$ cat src/core/interrupt_output_config_consts.svh
// Constants for the interrupt output stage: register offset, field positions, reset values, timing
`ifndef INTERRUPT_OUTPUT_CONFIG_CONSTS_SVH
`define INTERRUPT_OUTPUT_CONFIG_CONSTS_SVH

`define CSR_ADDR_W              10
`define LINE_CFG_OFFSET         10'h054

`define HOLDOFF_INTERVAL_MSB    31
`define HOLDOFF_INTERVAL_LSB    24
`define HOLDOFF_CLEAR_BIT       14
`define HOLDOFF_ACTIVE_BIT      13
`define MASTER_REQUEST_BIT      12
`define OUT_ENABLE_BIT          8
`define REQUEST_POLARITY_BIT    4
`define BUFFER_TYPE_BIT         0

`define HOLDOFF_INTERVAL_RESET  8'h00
`define OUT_ENABLE_RESET        1'b0
`define REQUEST_POLARITY_RESET  1'b0
`define BUFFER_TYPE_RESET       1'b0
`define UNMAPPED_READ_VALUE     32'h0000_0000

`define HOLDOFF_UNIT_NS         10000
`define SYS_CLK_PERIOD_NS       50
`define HOLDOFF_TICK_CYCLES     ((`HOLDOFF_UNIT_NS + `SYS_CLK_PERIOD_NS - 1) / `SYS_CLK_PERIOD_NS)

`endif

$ cat src/core/irq_out_pkg.sv
// Types shared by the interrupt output stage
`default_nettype none
package irq_out_pkg;

    typedef struct packed {
        logic        wr;
        logic        rd;
        logic [9:0]  addr;
        logic [31:0] wdata;
    } csr_req_t;

    typedef struct packed {
        logic [7:0] holdoff_interval;
        logic       out_enable;
        logic       request_polarity;
        logic       push_pull;
    } line_cfg_t;

    typedef enum logic [1:0] {
        PIN_IDLE,
        PIN_ASSERTED,
        PIN_HOLDOFF
    } pin_state_t;

endpackage
`default_nettype wire

$ cat src/core/holdoff_prescaler.sv
// Divider that turns the system clock into a one-cycle ten-microsecond tick
`default_nettype none
`include "interrupt_output_config_consts.svh"
module holdoff_prescaler #(
    parameter int TICK_CYCLES = `HOLDOFF_TICK_CYCLES
) (
    // Clock and reset
    input  wire logic sys_clk,
    input  wire logic rstn,
    // Control
    input  wire logic restart,
    output logic      tick
);
    localparam int CW = $clog2(TICK_CYCLES + 1);
    localparam logic [CW-1:0] LAST = CW'(TICK_CYCLES - 1);

    logic [CW-1:0] count_reg;
    wire           at_last = (count_reg == LAST);

    always_ff @(posedge sys_clk)
    begin
        if (!rstn || restart || at_last)
            count_reg <= '0;
        else
            count_reg <= count_reg + CW'(1);
    end

    // Restart realigns the tick so a fresh interval is never short
    assign tick = at_last && !restart;
endmodule // holdoff_prescaler
`default_nettype wire

$ cat src/core/holdoff_timer.sv
// Hold-off interval timer counting prescaler ticks up to a duration latched at start
`default_nettype none
module holdoff_timer #(
    parameter int DUR_W = 8
) (
    // Clock and reset
    input  wire logic             sys_clk,
    input  wire logic             rstn,
    // Control
    input  wire logic             start,
    input  wire logic             stop,
    input  wire logic             tick,
    input  wire logic [DUR_W-1:0] duration,
    // Status
    output logic                  active
);
    logic [DUR_W-1:0] count_reg;
    logic [DUR_W-1:0] duration_reg;
    logic             active_reg;

    wire [DUR_W-1:0] count_inc = count_reg + DUR_W'(1);
    wire             expired   = active_reg && tick && (count_inc >= duration_reg);

    always_ff @(posedge sys_clk)
    begin
        if (!rstn || stop)
        begin
            count_reg    <= '0;
            duration_reg <= '0;
            active_reg   <= 1'b0;
        end
        else if (start)
        begin
            // Duration is sampled here, so later nonzero writes affect only later intervals; a zero write raises stop and ends this one
            count_reg    <= '0;
            duration_reg <= duration;
            active_reg   <= (duration != '0);
        end
        else if (expired)
        begin
            count_reg  <= '0;
            active_reg <= 1'b0;
        end
        else if (active_reg && tick)
            count_reg <= count_inc;
    end

    assign active = active_reg;
endmodule // holdoff_timer
`default_nettype wire

$ cat src/core/interrupt_output_config.sv
// Interrupt output stage: line configuration register, hold-off interval and request pin driver
`default_nettype none
`include "interrupt_output_config_consts.svh"
module interrupt_output_config #(
    parameter int SOURCES     = 32,
    parameter int TICK_CYCLES = `HOLDOFF_TICK_CYCLES
) (
    // Clock and reset
    input  wire logic                  sys_clk,
    input  wire logic                  rstn,
    input  wire logic                  digital_soft_reset,
    // Register access from the serial management port
    input  wire irq_out_pkg::csr_req_t csr_req,
    output logic [31:0]                csr_rdata,
    output logic                       csr_rvalid,
    // Interrupt sources
    input  wire logic [SOURCES-1:0]    source_status,
    input  wire logic [SOURCES-1:0]    source_enable,
    // Request pin, open-drain capable
    output logic                       irq_pin_out,
    output logic                       irq_pin_oe,
    output logic                       holdoff_active_flag
);
    irq_out_pkg::line_cfg_t   cfg_reg;
    irq_out_pkg::pin_state_t  state_reg;
    irq_out_pkg::pin_state_t  state_next;
    logic                     master_reg;
    logic                     clear_reg;
    logic                     pin_out_next;
    logic                     pin_oe_next;

    // Register decode
    wire        wr_hit       = csr_req.wr && (csr_req.addr == `LINE_CFG_OFFSET);
    wire        rd_hit       = csr_req.rd && (csr_req.addr == `LINE_CFG_OFFSET);
    wire [7:0]  wr_interval  = csr_req.wdata[`HOLDOFF_INTERVAL_MSB:`HOLDOFF_INTERVAL_LSB];
    wire        clear_cmd    = wr_hit && csr_req.wdata[`HOLDOFF_CLEAR_BIT];
    wire        zero_wr      = wr_hit && (wr_interval == `HOLDOFF_INTERVAL_RESET);
    wire [7:0]  interval_eff = wr_hit ? wr_interval : cfg_reg.holdoff_interval;

    // Internal request, independent of output enable and hold-off
    wire master_next = |(source_status & source_enable);

    // Hold-off timing
    wire tick;
    wire holdoff_active;
    wire request_on  = (state_reg == irq_out_pkg::PIN_ASSERTED);
    wire request_off = request_on && (!master_reg || !cfg_reg.out_enable);
    wire timer_stop  = zero_wr || digital_soft_reset;
    wire timer_start = !timer_stop && (interval_eff != 8'h00)
                       && (clear_cmd || request_off);

    holdoff_prescaler #(
        .TICK_CYCLES (TICK_CYCLES)
    ) u_prescaler (
        .sys_clk (sys_clk),
        .rstn    (rstn),
        .restart (timer_start || timer_stop),
        .tick    (tick)
    );

    holdoff_timer #(
        .DUR_W (`HOLDOFF_INTERVAL_MSB - `HOLDOFF_INTERVAL_LSB + 1)
    ) u_timer (
        .sys_clk  (sys_clk),
        .rstn     (rstn),
        .start    (timer_start),
        .stop     (timer_stop),
        .tick     (tick),
        .duration (interval_eff),
        .active   (holdoff_active)
    );

    // Pin sequencing: idle, asserted, held off
    always_comb
    begin
        state_next = state_reg;
        case (state_reg)
            irq_out_pkg::PIN_IDLE:
                if (holdoff_active)
                    state_next = irq_out_pkg::PIN_HOLDOFF;
                else if (master_reg && cfg_reg.out_enable)
                    state_next = irq_out_pkg::PIN_ASSERTED;
            irq_out_pkg::PIN_ASSERTED:
                if (timer_start)
                    state_next = irq_out_pkg::PIN_HOLDOFF;
                else if (request_off)
                    state_next = irq_out_pkg::PIN_IDLE;
            irq_out_pkg::PIN_HOLDOFF:
                if (timer_stop || !holdoff_active)
                    state_next = irq_out_pkg::PIN_IDLE;
            default:
                state_next = irq_out_pkg::PIN_IDLE;
        endcase
    end

    // Interrupts reach the pin only outside hold-off and with the output enabled
    wire pin_request = (state_next == irq_out_pkg::PIN_ASSERTED)
                       && !timer_start && !holdoff_active;

    // Pin encoding; open-drain ignores polarity and only ever pulls low
    always_comb
    begin
        if (cfg_reg.push_pull)
        begin
            pin_oe_next  = 1'b1;
            pin_out_next = cfg_reg.request_polarity ? pin_request : !pin_request;
        end
        else
        begin
            pin_oe_next  = pin_request;
            pin_out_next = 1'b0;
        end
    end

    // Configuration; polarity and buffer type ignore the soft reset
    // One process owns the whole struct; a write landing in a soft-reset cycle is dropped
    always_ff @(posedge sys_clk)
    begin
        if (!rstn)
        begin
            cfg_reg.holdoff_interval <= `HOLDOFF_INTERVAL_RESET;
            cfg_reg.out_enable       <= `OUT_ENABLE_RESET;
            cfg_reg.request_polarity <= `REQUEST_POLARITY_RESET;
            cfg_reg.push_pull        <= `BUFFER_TYPE_RESET;
            clear_reg                <= 1'b0;
        end
        else if (digital_soft_reset)
        begin
            cfg_reg.holdoff_interval <= `HOLDOFF_INTERVAL_RESET;
            cfg_reg.out_enable       <= `OUT_ENABLE_RESET;
            clear_reg                <= 1'b0;
        end
        else
        begin
            if (wr_hit)
            begin
                cfg_reg.holdoff_interval <= wr_interval;
                cfg_reg.out_enable       <= csr_req.wdata[`OUT_ENABLE_BIT];
                cfg_reg.request_polarity <= csr_req.wdata[`REQUEST_POLARITY_BIT];
                cfg_reg.push_pull        <= csr_req.wdata[`BUFFER_TYPE_BIT];
            end
            clear_reg <= clear_cmd;
        end
    end

    // State, status and pin flops
    always_ff @(posedge sys_clk)
    begin
        if (!rstn || digital_soft_reset)
        begin
            state_reg           <= irq_out_pkg::PIN_IDLE;
            master_reg          <= 1'b0;
            holdoff_active_flag <= 1'b0;
            irq_pin_out         <= 1'b0;
            irq_pin_oe          <= 1'b0;
        end
        else
        begin
            state_reg           <= state_next;
            master_reg          <= master_next;
            holdoff_active_flag <= holdoff_active;
            irq_pin_out         <= pin_out_next;
            irq_pin_oe          <= pin_oe_next;
        end
    end

    // Read data; the self-clearing bit is seen only in the cycle after its write
    wire [31:0] cfg_view = {
        cfg_reg.holdoff_interval, 9'h000, clear_reg, holdoff_active, master_reg,
        3'h0, cfg_reg.out_enable, 3'h0, cfg_reg.request_polarity, 3'h0, cfg_reg.push_pull
    };

    always_ff @(posedge sys_clk)
    begin
        if (!rstn)
        begin
            csr_rdata  <= `UNMAPPED_READ_VALUE;
            csr_rvalid <= 1'b0;
        end
        else
        begin
            csr_rvalid <= csr_req.rd;
            csr_rdata  <= rd_hit ? cfg_view : `UNMAPPED_READ_VALUE;
        end
    end
endmodule // interrupt_output_config
`default_nettype wire

$ cat config.mk
export PLATFORM = sky130hd
export DESIGN_NAME = interrupt_output_config
export DESIGN_NICKNAME = d
export VERILOG_FILES = /design/src/core/irq_out_pkg.sv /design/src/core/holdoff_prescaler.sv /design/src/core/holdoff_timer.sv /design/src/core/interrupt_output_config.sv
export VERILOG_INCLUDE_DIRS = /design/src /design/src/core
export SDC_FILE = /design/constraint.sdc
export NUM_CORES = 1
export LEC_CHECK = 0
export ABC_CLOCK_PERIOD_IN_PS = 3000
export BUFFER_PORTS_ARGS = -buffer_cell sky130_fd_sc_hd__buf_2
export CAP_MARGIN = 20
export CORE_ASPECT_RATIO = 1.1
export CORE_MARGIN = 1.5
export CORE_UTILIZATION = 25
export CTS_CLUSTER_DIAMETER = 40
export CTS_CLUSTER_SIZE = 25
export DETAILED_ROUTE_END_ITERATION = 8
export PLACE_DENSITY = 0.58
export SYNTH_ARGS = -nofsm -noshare
export SYNTH_HDL_FRONTEND = slang
export SYNTH_HIERARCHICAL = 1
export SYNTH_SLANG_ARGS = --single-unit
$ cat constraint.sdc
create_clock -name sys_clk -period 3 [get_ports sys_clk]
set_clock_uncertainty 0.2 [all_clocks]
set_input_delay 0.15 -clock sys_clk [delete_from_list [all_inputs] [get_ports sys_clk]]
set_output_delay 0.15 -clock sys_clk [all_outputs]
set_load 0.02 [all_outputs]
==> report_table.html, run 1 <==
<table>
<tr><th>Metric</th><th>Value</th></tr>
<tr><th colspan="2">Status</th></tr>
<tr><td>Status</td><td>finished, final reports clean</td></tr>
<tr><th colspan="2">Timing</th></tr>
<tr><td>Number of pins exceeding their max-slew limit in the final report</td><td>0</td></tr>
<tr><td>Pin slew with the least headroom to its limit</td><td>~0.64 ns</td></tr>
<tr><td>Time the worst path needs with I/O delays and setup</td><td>2.82 ns</td></tr>
<tr><td>Total setup violations reported at the end of the flow</td><td>0</td></tr>
<tr><td>Fin Hold WS</td><td>approximately 0.029 ns</td></tr>
<tr><td>Worst max-slew margin expressed relative to the limit</td><td>0.569</td></tr>
<tr><td>Max Freq</td><td>354 MHz</td></tr>
<tr><td>Unrepaired setup endpoints after global routing</td><td>no</td></tr>
<tr><td>Final clock period utilization by the worst path</td><td>0.941</td></tr>
<tr><td>Final Hold Fails</td><td>0</td></tr>
<tr><th colspan="2">Global route</th></tr>
<tr><td>Via count of the first global-routing pass</td><td>around 2700</td></tr>
<tr><td>Pin count of the biggest net entering global routing</td><td>14</td></tr>
<tr><td>Aggregate global routing overflow</td><td>0</td></tr>
<tr><td>Global Route Usage Sum</td><td>0.119</td></tr>
<tr><td>Number of antenna violations at the first check in global routing</td><td>0</td></tr>
<tr><td>First-pass GRT wire length</td><td>11600 um</td></tr>
<tr><th colspan="2">Routing</th></tr>
<tr><td>Count of unresolved DRC violations after routing</td><td>0</td></tr>
<tr><td>Routed via count divided by cell count</td><td>~4.4</td></tr>
<tr><td>Number of vias after detailed routing</td><td>around 2700</td></tr>
<tr><td>Average routed wire per standard cell</td><td>~11 um</td></tr>
<tr><td>Total wire length after detailed routing</td><td>about 6900 um</td></tr>
<tr><td>Antenna violation net count after detailed routing</td><td>0</td></tr>
<tr><td>Count of TritonRoute iterations in the first routing pass</td><td>4</td></tr>
<tr><td>Number of violations reported at the end of detailed-routing iteration 0</td><td>approximately 130</td></tr>
<tr><th colspan="2">Logic synthesis</th></tr>
<tr><td>Post-synthesis cell area</td><td>2870 sq um</td></tr>
<tr><td>Sequential element share of the synthesized area</td><td>0.405</td></tr>
<tr><td>YS warnings</td><td>6</td></tr>
<tr><td>Syn_area_per_cell</td><td>around 9.0 sq um</td></tr>
<tr><td>Mapped Cells</td><td>~320</td></tr>
<tr><td>Async SR Flop Fraction</td><td>0</td></tr>
<tr><td>Count of different cell masters after synthesis</td><td>54</td></tr>
<tr><td>Number of register bits inferred by synthesis</td><td>between 50 and 60</td></tr>
<tr><td>Count of flip-flops with a built-in enable after synthesis</td><td>0</td></tr>
<tr><td>Leading register cell type out of synthesis</td><td>sky130_fd_sc_hd__dfxtp_1</td></tr>
<tr><th colspan="2">Floorplan</th></tr>
<tr><td>Initial standard-cell utilization of the core</td><td>0.260</td></tr>
<tr><td># IOs</td><td>between 100 and 150</td></tr>
<tr><td>Number of cell rows</td><td>40</td></tr>
<tr><td>Die Outline Area</td><td>~12000 sq um</td></tr>
<tr><td>Die width</td><td>between 100 and 150 um</td></tr>
<tr><td>Core box area</td><td>approximately 11000 sq um</td></tr>
<tr><td>Die Height</td><td>~120 um</td></tr>
<tr><th colspan="2">Final layout</th></tr>
<tr><td>Fraction of final layout cells sized beyond drive strength 1</td><td>0.350</td></tr>
<tr><td>Commonest non-fill, non-tap cell in the layout</td><td>sky130_fd_sc_hd__buf_2</td></tr>
<tr><td>Flip-flop count of the largest register after layout</td><td>14</td></tr>
<tr><td>Antenna diode count</td><td>0</td></tr>
<tr><td>Fillers</td><td>1140</td></tr>
<tr><td>Post-layout instance area</td><td>3980 sq um</td></tr>
<tr><td>Post-route core utilization</td><td>0.360</td></tr>
<tr><td>Count of non-filler cells in the finished layout</td><td>about 600</td></tr>
<tr><td>Commonest cells after routing, fill and taps aside</td><td>sky130_fd_sc_hd__buf_2, sky130_fd_sc_hd__dfxtp_1, sky130_fd_sc_hd__nand2_1</td></tr>
<tr><td>Area Growth Syn to Fin</td><td>38.6%</td></tr>
<tr><td>Number of nets in the final layout</td><td>about 570</td></tr>
<tr><th colspan="2">Hold path</th></tr>
<tr><td>Type of the tightest min-delay check</td><td>input pin to flip-flop</td></tr>
<tr><th colspan="2">Place</th></tr>
<tr><td>Cell count after placement</td><td>around 570</td></tr>
<tr><td>Half-perimeter wire length of the detailed placement result</td><td>5360 um</td></tr>
<tr><td>Number of buffers added on ports</td><td>108</td></tr>
<tr><td>Routability-driven placement congestion ratio</td><td>about 0.86</td></tr>
<tr><td>Cell area after placement</td><td>about 3500 sq um</td></tr>
<tr><th colspan="2">Setup path</th></tr>
<tr><td>Critical path endpoint category</td><td>flip-flop</td></tr>
<tr><td>Worst-path maximum fanout</td><td>5</td></tr>
<tr><td>Critical Path Max Stage Delay</td><td>0.55 ns</td></tr>
<tr><td>Most repeated library cell on the critical path</td><td>sky130_fd_sc_hd__nor2_1</td></tr>
<tr><td>WS Path Type</td><td>flip-flop to flip-flop</td></tr>
<tr><td>Data required, critical path</td><td>slightly above 3 ns</td></tr>
<tr><td>Slowest cell on the critical path</td><td>sky130_fd_sc_hd__or4_1</td></tr>
<tr><td>Startpoint Class</td><td>flip-flop</td></tr>
<tr><td>Cells traversed along the worst timing path</td><td>or4_1 &gt; o211ai_1 &gt; nor2_1 &gt; nor2_2 &gt; nor2_1 &gt; or3b_1 &gt; a211oi_4 &gt; o31ai_4 &gt; nor4_2 &gt; or2_1</td></tr>
<tr><td>Data arrival, critical path</td><td>~2.9 ns</td></tr>
<tr><th colspan="2">Clock network</th></tr>
<tr><td>Worst-path clk slew</td><td>0.05 ns</td></tr>
<tr><td>Root Buffer Master</td><td>sky130_fd_sc_hd__clkbuf_16</td></tr>
<tr><td>Clock latency on the worst-skew pair</td><td>between 0.3 and 0.4 ns</td></tr>
<tr><td>CTS H-tree depth</td><td>3</td></tr>
<tr><td>Clock net sink count</td><td>58</td></tr>
<tr><td>Clock tree from TritonCTS</td><td>built</td></tr>
<tr><td>Number of CTS-inserted buffers</td><td>9</td></tr>
<tr><td>Maximum number of buffers from clock root to sink</td><td>2</td></tr>
<tr><th colspan="2">Pwr</th></tr>
<tr><td>Clk network pwr share</td><td>0.500</td></tr>
<tr><td>Power density over cell area</td><td>460 nW/um^2</td></tr>
<tr><td>Pint</td><td>1.44 mW</td></tr>
<tr><td>Leakage power figure</td><td>about 1.8 nW</td></tr>
<tr><td>Peak supply drop</td><td>around 0.28 mV</td></tr>
<tr><td>Logic gate share of total power</td><td>0.075</td></tr>
<tr><td>Psw</td><td>~0.39 mW</td></tr>
<tr><td>Fraction of power consumed by sequential logic</td><td>0.425</td></tr>
<tr><td>Switching part of the total power</td><td>0.215</td></tr>
<tr><th colspan="2">Flow run</th></tr>
<tr><td>Maxcap violations</td><td>0</td></tr>
</table>
==> final timing paths <==
path	start	end	slack (ns)	cells after the start
min	csr_req[27]	cfg_reg[6]	0.03	3
max	cfg_reg[4]	u_timer/count_reg[7]	0.18	10
max reg2reg	cfg_reg[4]	u_timer/count_reg[7]	0.18	10
min reg2reg	clear_reg	csr_rdata[14]	0.23	1
==> logic make-up after synthesis <==
logic type	Yosys count	share of synthesized area
adder cells (fa/ha/maj)	10	0.0436
flip-flops	58	0.405
XOR/XNOR	10	0.0305
other	1	0.00131
buffers and inverters	42	0.0811
AND/OR/NAND/NOR	128	0.253
AO/OA/AOI/OAI	61	0.151
multiplexers	9	0.0349
==> timing repair <==
action | 4_1_cts | 5_1_grt
setup endpoints to repair | 1 | 9
resized for setup | 1 | 3
endpoints found under the hold margin | 9 | 0
hold buffers | 12 | 0
buffers inserted | 0 | 1
gates cloned | 0 | 1
pin swaps | 0 | 2
==> cells in the mapped netlist, types with 3 or more instances <==
master                     count  area [sq um]
sky130_fd_sc_hd__a21oi_1       5          25.0
sky130_fd_sc_hd__a21oi_2       3          26.3
sky130_fd_sc_hd__a22oi_1      16           120
sky130_fd_sc_hd__and2_1       21           131
sky130_fd_sc_hd__buf_2         3          15.0
sky130_fd_sc_hd__buf_4        19           143
sky130_fd_sc_hd__clkbuf_1      5          18.8
sky130_fd_sc_hd__dfxtp_1      58          1160
sky130_fd_sc_hd__ha_1         10           125
sky130_fd_sc_hd__inv_1        15          56.3
sky130_fd_sc_hd__mux2_2        7          78.8
sky130_fd_sc_hd__nand2_1      22          82.6
sky130_fd_sc_hd__nand2b_1      4          25.0
sky130_fd_sc_hd__nand3_1      21           105
sky130_fd_sc_hd__nand4_1       6          37.5
sky130_fd_sc_hd__nor2_1       16          60.1
sky130_fd_sc_hd__nor2_2        5          31.3
sky130_fd_sc_hd__nor4_1        5          31.3
sky130_fd_sc_hd__o21ai_0      19          95.1
sky130_fd_sc_hd__or3_1         7          43.8
sky130_fd_sc_hd__or4_1         4          30.0
sky130_fd_sc_hd__xnor2_1       6          52.6
sky130_fd_sc_hd__xor2_1        4          35.0
==> metrics by stage <==
step | setup WS (ns) | setup TNS, ns | power [mW]
global route | 0.00712 | 0 | 1.91
CTS | 0.0867 | 0 | 1.86
global placement | 0.00151 | 0 | 0.917
detailed placement | -0.0103 | -0.0103 | 0.918
finish | 0.176 | 0 | 1.83
floorplan | 0.0989 | 0 | 0.866
==> critical path: cells and delay by family, from the launching register on <==
family	cells	cell delay [ns]
compound gates	3	0.66
flops	1	0.31
simple gates	7	1.59
==> layout make-up <==
class,count,area [sq um],share of cell area
Sequential cell,58,1160,0.292
Multi-Input combinational cell,237,1580,0.396
Tap cell,147,184,0.0462
Inverter,15,56.3,0.0142
Clock inverter,3,15.0,0.00377
Clock buffer,12,256,0.0645
Timing Repair Buffer,129,728,0.183
==> power groups by stage <==
stage	Combinational, mW	Sequential, mW	Clock, mW
3_5_place_dp	0.126	0.792	0
3_3_place_gp	0.124	0.792	0
4_1_cts	0.137	0.777	0.942
2_1_floorplan	0.0732	0.793	0
5_1_grt	0.152	0.776	0.984
6_report	0.138	0.777	0.915
==> metal layers <==
layer	wire length, um	track usage	vias to the layer above
li1	-	-	1359
met1	2960	0.129	1211
met2	3350	0.204	81
met3	453	0.0493	16
met4	144	0.0566	0
met5	0	0	-
Note: power is estimated with default switching activity, not from simulation.
==> run 2, diff against run 1 <==
--- a/config.mk
+++ b/config.mk
@@ -18,5 +18,4 @@
 export PLACE_DENSITY = 0.58
 export SYNTH_ARGS = -nofsm -noshare
 export SYNTH_HDL_FRONTEND = slang
-export SYNTH_HIERARCHICAL = 1
 export SYNTH_SLANG_ARGS = --single-unit
==> run 2 against run 1 <==
Against the previous run:
- power grew 3.7%
- via count grew 5.0%
- largest cell class unchanged
- synthesized cell count grew 2.8%
==> report_table.html, run 2 <==
<table>
<tr><th>Metric</th><th>Value</th></tr>
<tr><th colspan="2">Status</th></tr>
<tr><td>Status</td><td>finished, final reports clean</td></tr>
<tr><th colspan="2">Clock network</th></tr>
<tr><td>Number of CTS-inserted buffers</td><td>9</td></tr>
<tr><td>Clock net sink count</td><td>58</td></tr>
<tr><td>Maximum number of buffers from clock root to sink</td><td>2</td></tr>
<tr><td>Worst-path clk slew</td><td>around 0.050 ns</td></tr>
<tr><td>Clock latency on the worst-skew pair</td><td>around 0.32 ns</td></tr>
<tr><td>CTS H-tree depth</td><td>3</td></tr>
<tr><td>Root Buffer Master</td><td>sky130_fd_sc_hd__clkbuf_16</td></tr>
<tr><td>Clock tree from TritonCTS</td><td>built</td></tr>
<tr><th colspan="2">Logic synthesis</th></tr>
<tr><td>YS warnings</td><td>0</td></tr>
<tr><td>Async SR Flop Fraction</td><td>0</td></tr>
<tr><td>Area leader, netlist</td><td>sky130_fd_sc_hd__dfxtp_1</td></tr>
<tr><td>Top cells by count, synth</td><td>sky130_fd_sc_hd__dfxtp_1, sky130_fd_sc_hd__nand2_1, sky130_fd_sc_hd__nor2_1, sky130_fd_sc_hd__a21oi_1, sky130_fd_sc_hd__buf_4</td></tr>
<tr><td>Count of different cell masters after synthesis</td><td>50</td></tr>
<tr><td>Top-count cell post-synth</td><td>sky130_fd_sc_hd__dfxtp_1</td></tr>
<tr><td>Number of register bits inferred by synthesis</td><td>between 50 and 60</td></tr>
<tr><td>Sequential element share of the synthesized area</td><td>0.400</td></tr>
<tr><td>Syn_area_per_cell</td><td>around 9 sq um</td></tr>
<tr><td>Cell types occupying the most area after synthesis</td><td>sky130_fd_sc_hd__dfxtp_1, sky130_fd_sc_hd__buf_4, sky130_fd_sc_hd__nand2_1, sky130_fd_sc_hd__ha_1, sky130_fd_sc_hd__and2_1</td></tr>
<tr><td>Post-synthesis cell area</td><td>between 2000 and 3000 sq um</td></tr>
<tr><td>Count of flip-flops with a built-in enable after synthesis</td><td>0</td></tr>
<tr><td>Mapped Cells</td><td>roughly 330</td></tr>
<tr><td>Share of the synthesized area in the top cell type</td><td>0.400</td></tr>
<tr><td>Leading register cell type out of synthesis</td><td>sky130_fd_sc_hd__dfxtp_1</td></tr>
<tr><th colspan="2">Final layout</th></tr>
<tr><td>Commonest cells after routing, fill and taps aside</td><td>sky130_fd_sc_hd__buf_2, sky130_fd_sc_hd__dfxtp_1, sky130_fd_sc_hd__nand2_1</td></tr>
<tr><td>Number of nets in the final layout</td><td>about 590</td></tr>
<tr><td>Post-layout instance area</td><td>between 4000 and 5000 sq um</td></tr>
<tr><td>Commonest non-fill, non-tap cell in the layout</td><td>sky130_fd_sc_hd__buf_2</td></tr>
<tr><td>Area Growth Syn to Fin</td><td>40.5%</td></tr>
<tr><td>Fraction of final layout cells sized beyond drive strength 1</td><td>0.297</td></tr>
<tr><td>Flip-flop count of the largest register after layout</td><td>14</td></tr>
<tr><td>Count of non-filler cells in the finished layout</td><td>~620</td></tr>
<tr><td>Antenna diode count</td><td>0</td></tr>
<tr><td>Fillers</td><td>around 1200</td></tr>
<tr><th colspan="2">Flow run</th></tr>
<tr><td>Maxcap violations</td><td>0</td></tr>
<tr><th colspan="2">Timing</th></tr>
<tr><td>Fin Hold WS</td><td>approximately 0.032 ns</td></tr>
<tr><td>Number of pins exceeding their max-slew limit in the final report</td><td>0</td></tr>
<tr><td>Final clock period utilization by the worst path</td><td>0.955</td></tr>
<tr><td>Final Hold Fails</td><td>0</td></tr>
<tr><td>Total setup violations reported at the end of the flow</td><td>0</td></tr>
<tr><td>Time the worst path needs with I/O delays and setup</td><td>about 2.9 ns</td></tr>
<tr><td>Pin slew with the least headroom to its limit</td><td>~0.65 ns</td></tr>
<tr><td>Sum of negative setup slack</td><td>0 ns</td></tr>
<tr><td>Max Freq</td><td>around 350 MHz</td></tr>
<tr><td>Worst max-slew margin expressed relative to the limit</td><td>0.562</td></tr>
<tr><th colspan="2">Floorplan</th></tr>
<tr><td>Die Outline Area</td><td>12300 sq um</td></tr>
<tr><td># IOs</td><td>about 150</td></tr>
<tr><td>Number of cell rows</td><td>41</td></tr>
<tr><td>Core box area</td><td>11400 sq um</td></tr>
<tr><td>Die width</td><td>roughly 110 um</td></tr>
<tr><td>Initial standard-cell utilization of the core</td><td>0.255</td></tr>
<tr><td>Die Height</td><td>116 um</td></tr>
<tr><th colspan="2">Setup path</th></tr>
<tr><td>Family with the most delay on the worst path</td><td>buffers and inverters</td></tr>
<tr><td>Data arrival, critical path</td><td>2.87 ns</td></tr>
<tr><td>WS Path Type</td><td>input pin to flip-flop</td></tr>
<tr><td>Bufs and invs on worst path</td><td>5</td></tr>
<tr><td>Startpoint Class</td><td>input pin</td></tr>
<tr><td>Setup slack of the worst register-to-register path</td><td>0.32 ns</td></tr>
<tr><td>Most repeated library cell on the critical path</td><td>sky130_fd_sc_hd__dlygate4sd3_1</td></tr>
<tr><td>Cells traversed along the worst timing path</td><td>dlygate4sd3_1 &gt; buf_2 &gt; a22oi_1 &gt; dlygate4sd3_1 &gt; nand4_1 &gt; dlygate4sd3_1 &gt; nor3_2 &gt; dlygate4sd3_1 &gt; nor2_1</td></tr>
<tr><td>Data required, critical path</td><td>approximately 3.0 ns</td></tr>
<tr><td>Worst-path maximum fanout</td><td>1</td></tr>
<tr><td>Slowest cell on the critical path</td><td>sky130_fd_sc_hd__dlygate4sd3_1</td></tr>
<tr><td>Critical path endpoint category</td><td>flip-flop</td></tr>
<tr><td>Critical Path Max Stage Delay</td><td>between 0.5 and 0.6 ns</td></tr>
<tr><th colspan="2">Place</th></tr>
<tr><td>Number of buffers added on ports</td><td>~110</td></tr>
<tr><td>Half-perimeter wire length of the detailed placement result</td><td>6080 um</td></tr>
<tr><td>Cell count after placement</td><td>roughly 580</td></tr>
<tr><td>Cell area after placement</td><td>3570 sq um</td></tr>
<tr><td>Routability-driven placement congestion ratio</td><td>approximately 0.83</td></tr>
<tr><th colspan="2">Global route</th></tr>
<tr><td>Aggregate global routing overflow</td><td>0</td></tr>
<tr><td>Via count of the first global-routing pass</td><td>2860</td></tr>
<tr><td>Pin count of the biggest net entering global routing</td><td>19</td></tr>
<tr><td>First-pass GRT wire length</td><td>13000 um</td></tr>
<tr><td>Global Route Usage Sum</td><td>0.133</td></tr>
<tr><td>Number of antenna violations at the first check in global routing</td><td>0</td></tr>
<tr><th colspan="2">Pwr</th></tr>
<tr><td>Overall power after layout</td><td>between 1.5 and 2 mW</td></tr>
<tr><td>Peak supply drop</td><td>between 0.2 and 0.3 mV</td></tr>
<tr><td>Leakage power figure</td><td>between 1.5 and 2 nW</td></tr>
<tr><td>Power density over cell area</td><td>approximately 460 nW/um^2</td></tr>
<tr><th colspan="2">Routing</th></tr>
<tr><td>Antenna violation net count after detailed routing</td><td>0</td></tr>
<tr><td>Number of vias after detailed routing</td><td>2801</td></tr>
<tr><td>Routed via count divided by cell count</td><td>4.51</td></tr>
<tr><td>Average routed wire per standard cell</td><td>12.5 um</td></tr>
<tr><td>Count of unresolved DRC violations after routing</td><td>0</td></tr>
<tr><td>Number of violations reported at the end of detailed-routing iteration 0</td><td>about 120</td></tr>
<tr><td>Count of TritonRoute iterations in the first routing pass</td><td>4</td></tr>
<tr><td>Total wire length after detailed routing</td><td>between 7000 and 8000 um</td></tr>
<tr><th colspan="2">Hold path</th></tr>
<tr><td>Type of the tightest min-delay check</td><td>input pin to flip-flop</td></tr>
</table>
## run 2: what timing repair did
item	4_1_cts	5_1_grt
buffers inserted	0	0
resized for setup	0	1
endpoints found under the setup margin	0	1
hold endpoints to repair	16	0
hold buffers	22	0
## run 2: logic make-up (layout without fill, tap and decap cells)
logic type / Yosys count / after routing / share of synthesized area
buffers and inverters: 41 / 167 / 0.0801
DFF: 58 / 58 / 0.400
AOI/OAI and AO/OA: 75 / 75 / 0.188
muxes: 6 / 6 / 0.0293
other: 1 / 18 / 0.00129
and+or+nand+nor: 125 / 125 / 0.223
xor gates and xnor gates: 12 / 12 / 0.0362
adders and majority gates: 10 / 10 / 0.0431
## run 2: metal layers
metal	wire, um	track usage	up-vias
met5	0	0	-
met4	96	0.0703	0
met3	409	0.0304	8
met2	3750	0.232	85
met1	3510	0.153	1281
li1	-	-	1427
## run 2: final timing paths
kind	from	to	cells after the start
worst max-delay path	source_enable[19]	master_reg	9
worst min-delay path	csr_req[40]	csr_rdata[4]	4
worst max register to register	u_timer.count_reg[1]	u_timer.count_reg[4]	11
worst min register to register	clear_reg	csr_rdata[14]	1
## run 2: report_power, final
group          internal (mW)  total, mW  switching, mW
Clock                  0.639      0.975          0.337
Combinational         0.0752      0.146         0.0711
Sequential             0.774      0.776        0.00134
## run 2: per-stage QoR
step | utilization | setup slack [ns]
floorplan | - | 0.498
global placement | 0.313 | 0.338
detailed placement | 0.313 | 0.340
CTS | 0.358 | 0.150
global route | 0.358 | -0.00418
finish | 0.358 | 0.134
## run 2: area by class of cell
class / count / area (sq um) / area share
timing repair buffer: 137 / 813 / 0.199
sequential: 58 / 1160 / 0.284
inverter: 14 / 52.6 / 0.0129
multi-input combinational: 246 / 1580 / 0.387
clock inverter: 5 / 55.1 / 0.0135
clock buffer: 11 / 233 / 0.0570
tap: 150 / 188 / 0.0460
## run 2: worst reg2reg max path, stage by stage, from the launching register on
cell	delay, ns
sky130_fd_sc_hd__dfxtp_1	0.37
sky130_fd_sc_hd__ha_1	0.27
sky130_fd_sc_hd__nand3_1	0.22
sky130_fd_sc_hd__nor2_1	0.18
sky130_fd_sc_hd__xor2_1	0.24
sky130_fd_sc_hd__ha_1	0.27
sky130_fd_sc_hd__o21a_1	0.21
sky130_fd_sc_hd__nor2_1	0.17
sky130_fd_sc_hd__buf_4	0.17
sky130_fd_sc_hd__and2_1	0.12
sky130_fd_sc_hd__o31ai_1	0.06
sky130_fd_sc_hd__a21oi_1	0.12
==> run 3, diff against run 2 <==
--- a/config.mk
+++ b/config.mk
@@ -7,15 +7,16 @@
 export NUM_CORES = 1
 export LEC_CHECK = 0
 export ABC_CLOCK_PERIOD_IN_PS = 3000
-export BUFFER_PORTS_ARGS = -buffer_cell sky130_fd_sc_hd__buf_2
 export CAP_MARGIN = 20
 export CORE_ASPECT_RATIO = 1.1
-export CORE_MARGIN = 1.5
+export CORE_MARGIN = 4
 export CORE_UTILIZATION = 25
 export CTS_CLUSTER_DIAMETER = 40
 export CTS_CLUSTER_SIZE = 25
 export DETAILED_ROUTE_END_ITERATION = 8
-export PLACE_DENSITY = 0.58
+export DONT_BUFFER_PORTS = 1
+export PLACE_DENSITY = 0.47
 export SYNTH_ARGS = -nofsm -noshare
 export SYNTH_HDL_FRONTEND = slang
 export SYNTH_SLANG_ARGS = --single-unit
+export TNS_END_PERCENT = 1
==> run 3 against run 2 <==
Against the previous run:
- clock power grew 9.7%
- core utilization shrank 4.2 points
- via count shrank 11%
- maximum frequency rose by 0.22%
- final cell count decreased by 17%
- sequential share of layout area is 3.6 points higher
- largest cell class unchanged
- die area grew 9.2%
- first-iteration DRC count did not move
==> report_table.html, run 3 (synthesis gave the netlist of run 2 again) <==
<table>
<tr><th>Metric</th><th>Value</th></tr>
<tr><th colspan="2">Status</th></tr>
<tr><td>Status</td><td>finished, final reports clean</td></tr>
<tr><th colspan="2">Setup path</th></tr>
<tr><td>Cell depth of the worst flop-to-flop path</td><td>11</td></tr>
<tr><td>Worst-path maximum fanout</td><td>11</td></tr>
<tr><td>Source of the worst register-to-register timing path</td><td>u_timer.count_reg[1]</td></tr>
<tr><td>Data required, critical path</td><td>approximately 3 ns</td></tr>
<tr><td>Startpoint Class</td><td>input pin</td></tr>
<tr><td>Data arrival, critical path</td><td>approximately 2.9 ns</td></tr>
<tr><td>Setup slack of the worst register-to-register path</td><td>roughly 0.27 ns</td></tr>
<tr><td>Worst reg2reg path endpoint</td><td>u_timer.count_reg[5]</td></tr>
<tr><td>Critical path endpoint category</td><td>flip-flop</td></tr>
<tr><td>Worst setup path endpoint</td><td>cfg_reg[0]</td></tr>
<tr><td>Critical path origin</td><td>csr_req[33]</td></tr>
<tr><td>WS Path Type</td><td>input pin to flip-flop</td></tr>
<tr><th colspan="2">Global route</th></tr>
<tr><td>Via count of the first global-routing pass</td><td>about 2400</td></tr>
<tr><td>Pin count of the biggest net entering global routing</td><td>20</td></tr>
<tr><td>Aggregate global routing overflow</td><td>0</td></tr>
<tr><td>First-pass GRT wire length</td><td>around 12000 um</td></tr>
<tr><td>Number of antenna violations at the first check in global routing</td><td>0</td></tr>
<tr><td>Global Route Usage Sum</td><td>0.113</td></tr>
<tr><th colspan="2">Timing</th></tr>
<tr><td>Pin slew with the least headroom to its limit</td><td>0.682 ns</td></tr>
<tr><td>Minimum setup slack in the final design</td><td>0.141 ns</td></tr>
<tr><td>Fin Hold WS</td><td>0.0301 ns</td></tr>
<tr><td>Number of pins exceeding their max-slew limit in the final report</td><td>0</td></tr>
<tr><td>Final Hold Fails</td><td>0</td></tr>
<tr><td>Time the worst path needs with I/O delays and setup</td><td>between 2 and 3 ns</td></tr>
<tr><td>Max Freq</td><td>350 MHz</td></tr>
<tr><td>Total setup violations reported at the end of the flow</td><td>0</td></tr>
<tr><td>Unrepaired setup endpoints after global routing</td><td>yes</td></tr>
<tr><td>Final clock period utilization by the worst path</td><td>0.953</td></tr>
<tr><td>Worst max-slew margin expressed relative to the limit</td><td>0.544</td></tr>
<tr><th colspan="2">Floorplan</th></tr>
<tr><td>Die Height</td><td>~120 um</td></tr>
<tr><td>Die Outline Area</td><td>between 10000 and 15000 sq um</td></tr>
<tr><td># IOs</td><td>around 150</td></tr>
<tr><td>Core box area</td><td>between 10000 and 15000 sq um</td></tr>
<tr><td>Die width</td><td>between 100 and 150 um</td></tr>
<tr><td>Initial standard-cell utilization of the core</td><td>0.254</td></tr>
<tr><td>Number of cell rows</td><td>41</td></tr>
<tr><th colspan="2">Final layout</th></tr>
<tr><td>Number of nets in the final layout</td><td>between 400 and 500</td></tr>
<tr><td>Fillers</td><td>about 1200</td></tr>
<tr><td>Antenna diode count</td><td>0</td></tr>
<tr><td>Area Growth Syn to Fin</td><td>24.8%</td></tr>
<tr><td>Commonest non-fill, non-tap cell in the layout</td><td>sky130_fd_sc_hd__dfxtp_1</td></tr>
<tr><td>Flip-flop count of the largest register after layout</td><td>14</td></tr>
<tr><td>Commonest cells after routing, fill and taps aside</td><td>sky130_fd_sc_hd__dfxtp_1, sky130_fd_sc_hd__nand2_1, sky130_fd_sc_hd__dlygate4sd3_1</td></tr>
<tr><td>Fraction of final layout cells sized beyond drive strength 1</td><td>0.0842</td></tr>
<tr><th colspan="2">Place</th></tr>
<tr><td>Pre-CTS worst setup slack</td><td>approximately 0.26 ns</td></tr>
<tr><td>Number of buffers added on ports</td><td>0</td></tr>
<tr><td>Routability-driven placement congestion ratio</td><td>0.774</td></tr>
<tr><td>Half-perimeter wire length of the detailed placement result</td><td>5830 um</td></tr>
<tr><th colspan="2">Clock network</th></tr>
<tr><td>Clock latency on the worst-skew pair</td><td>0.32 ns</td></tr>
<tr><td>Number of CTS-inserted buffers</td><td>9</td></tr>
<tr><td>Root Buffer Master</td><td>sky130_fd_sc_hd__clkbuf_16</td></tr>
<tr><td>Clock net sink count</td><td>between 50 and 60</td></tr>
<tr><td>Clock tree from TritonCTS</td><td>built</td></tr>
<tr><td>Count of buffers added by post-CTS timing repair for setup</td><td>0</td></tr>
<tr><td>CTS H-tree depth</td><td>3</td></tr>
<tr><td>Maximum number of buffers from clock root to sink</td><td>2</td></tr>
<tr><td>Worst-path clk slew</td><td>0.05 ns</td></tr>
<tr><th colspan="2">Hold path</th></tr>
<tr><td>Hold wc startpoint</td><td>csr_req[43]</td></tr>
<tr><td>Type of the tightest min-delay check</td><td>input pin to flip-flop</td></tr>
<tr><th colspan="2">Routing</th></tr>
<tr><td>Number of violations reported at the end of detailed-routing iteration 0</td><td>approximately 120</td></tr>
<tr><td>Count of unresolved DRC violations after routing</td><td>0</td></tr>
<tr><td>Routed via count divided by cell count</td><td>4.81</td></tr>
<tr><td>Total wire length after detailed routing</td><td>around 7600 um</td></tr>
<tr><td>Antenna violation net count after detailed routing</td><td>0</td></tr>
<tr><td>Count of TritonRoute iterations in the first routing pass</td><td>4</td></tr>
<tr><td>Number of vias after detailed routing</td><td>2489</td></tr>
<tr><td>Average routed wire per standard cell</td><td>14.7 um</td></tr>
<tr><th colspan="2">Pwr</th></tr>
<tr><td>Leakage power figure</td><td>approximately 1.4 nW</td></tr>
<tr><td>Peak supply drop</td><td>roughly 0.25 mV</td></tr>
<tr><td>Power density over cell area</td><td>~530 nW/um^2</td></tr>
<tr><th colspan="2">Flow run</th></tr>
<tr><td>Maxcap violations</td><td>0</td></tr>
</table>
==> run 3: through the flow <==
step                      std cells  TNS, ns  instance area (sq um)  utilization  power, mW
final                           518        0                   3630        0.317       1.93
after global placement          474        0                   3020        0.264      0.850
after detailed placement        474        0                   3020        0.264      0.851
after CTS                       518        0                   3620        0.316       1.95
after floorplan                 345        0                   2970            -      0.862
after global routing            518  -0.0124                   3630        0.317       2.01
==> run 3: cell type report <==
class | instances | area [sq um] | area share
clock buffers | 15 | 288 | 0.0794
clock inverters | 1 | 30.0 | 0.00828
inverters | 14 | 52.6 | 0.0145
multi-input cells | 246 | 1580 | 0.436
flip-flops and latches | 58 | 1160 | 0.320
well taps | 150 | 188 | 0.0518
repair buffers | 34 | 325 | 0.0897
==> run 3: routing by layer <==
layer	global-route usage	part of all wire	vias up
met5	0	0	-
met4	0.0531	0.019	0
met3	0.0289	0.049	11
met2	0.174	0.46	61
met1	0.149	0.48	1199
li1	-	-	1218
==> run 3: how the worst min path moves through the flow <==
| stage | endpoint | slack [ns] | cells past startpoint |
|---|---|---|---|
| 2_1_floorplan | cfg_reg[1] | 0.08 | 1 |
| 3_3_place_gp | cfg_reg[1] | 0.09 | 1 |
| 3_5_place_dp | cfg_reg[1] | 0.09 | 1 |
| 4_1_cts | cfg_reg[7] | 0.02 | 3 |
| 5_1_grt | cfg_reg[9] | 0.04 | 3 |
| 6_report | cfg_reg[7] | 0.03 | 3 |
==> run 3: repair_timing <==
action | in CTS | in global routing
hold endpoints to repair | 24 | 0
hold buffers | 28 | 0
gates resized for setup | 0 | 2
setup endpoints to repair | 0 | 2
==> run 3: worst max-delay path, stage by stage <==
cell                            delay [ns]
sky130_fd_sc_hd__dlygate4sd3_1        0.57
sky130_fd_sc_hd__nor4b_4              0.38
sky130_fd_sc_hd__nand4_1              0.14
sky130_fd_sc_hd__buf_4                0.21
sky130_fd_sc_hd__nor2_1               0.13
sky130_fd_sc_hd__nand2_1              0.06
sky130_fd_sc_hd__dlygate4sd3_1        0.54
sky130_fd_sc_hd__a21boi_1             0.16
sky130_fd_sc_hd__dlygate4sd3_1        0.58
==> run 3: where the power goes <==
| group | internal, mW | leakage, nW | total, mW | switching [mW] |
|---|---|---|---|---|
| clock network | 0.733 | 0.156 | 1.07 | 0.339 |
| registers | 0.774 | 0.468 | 0.777 | 0.00237 |
| logic | 0.0364 | 0.765 | 0.0838 | 0.0474 |
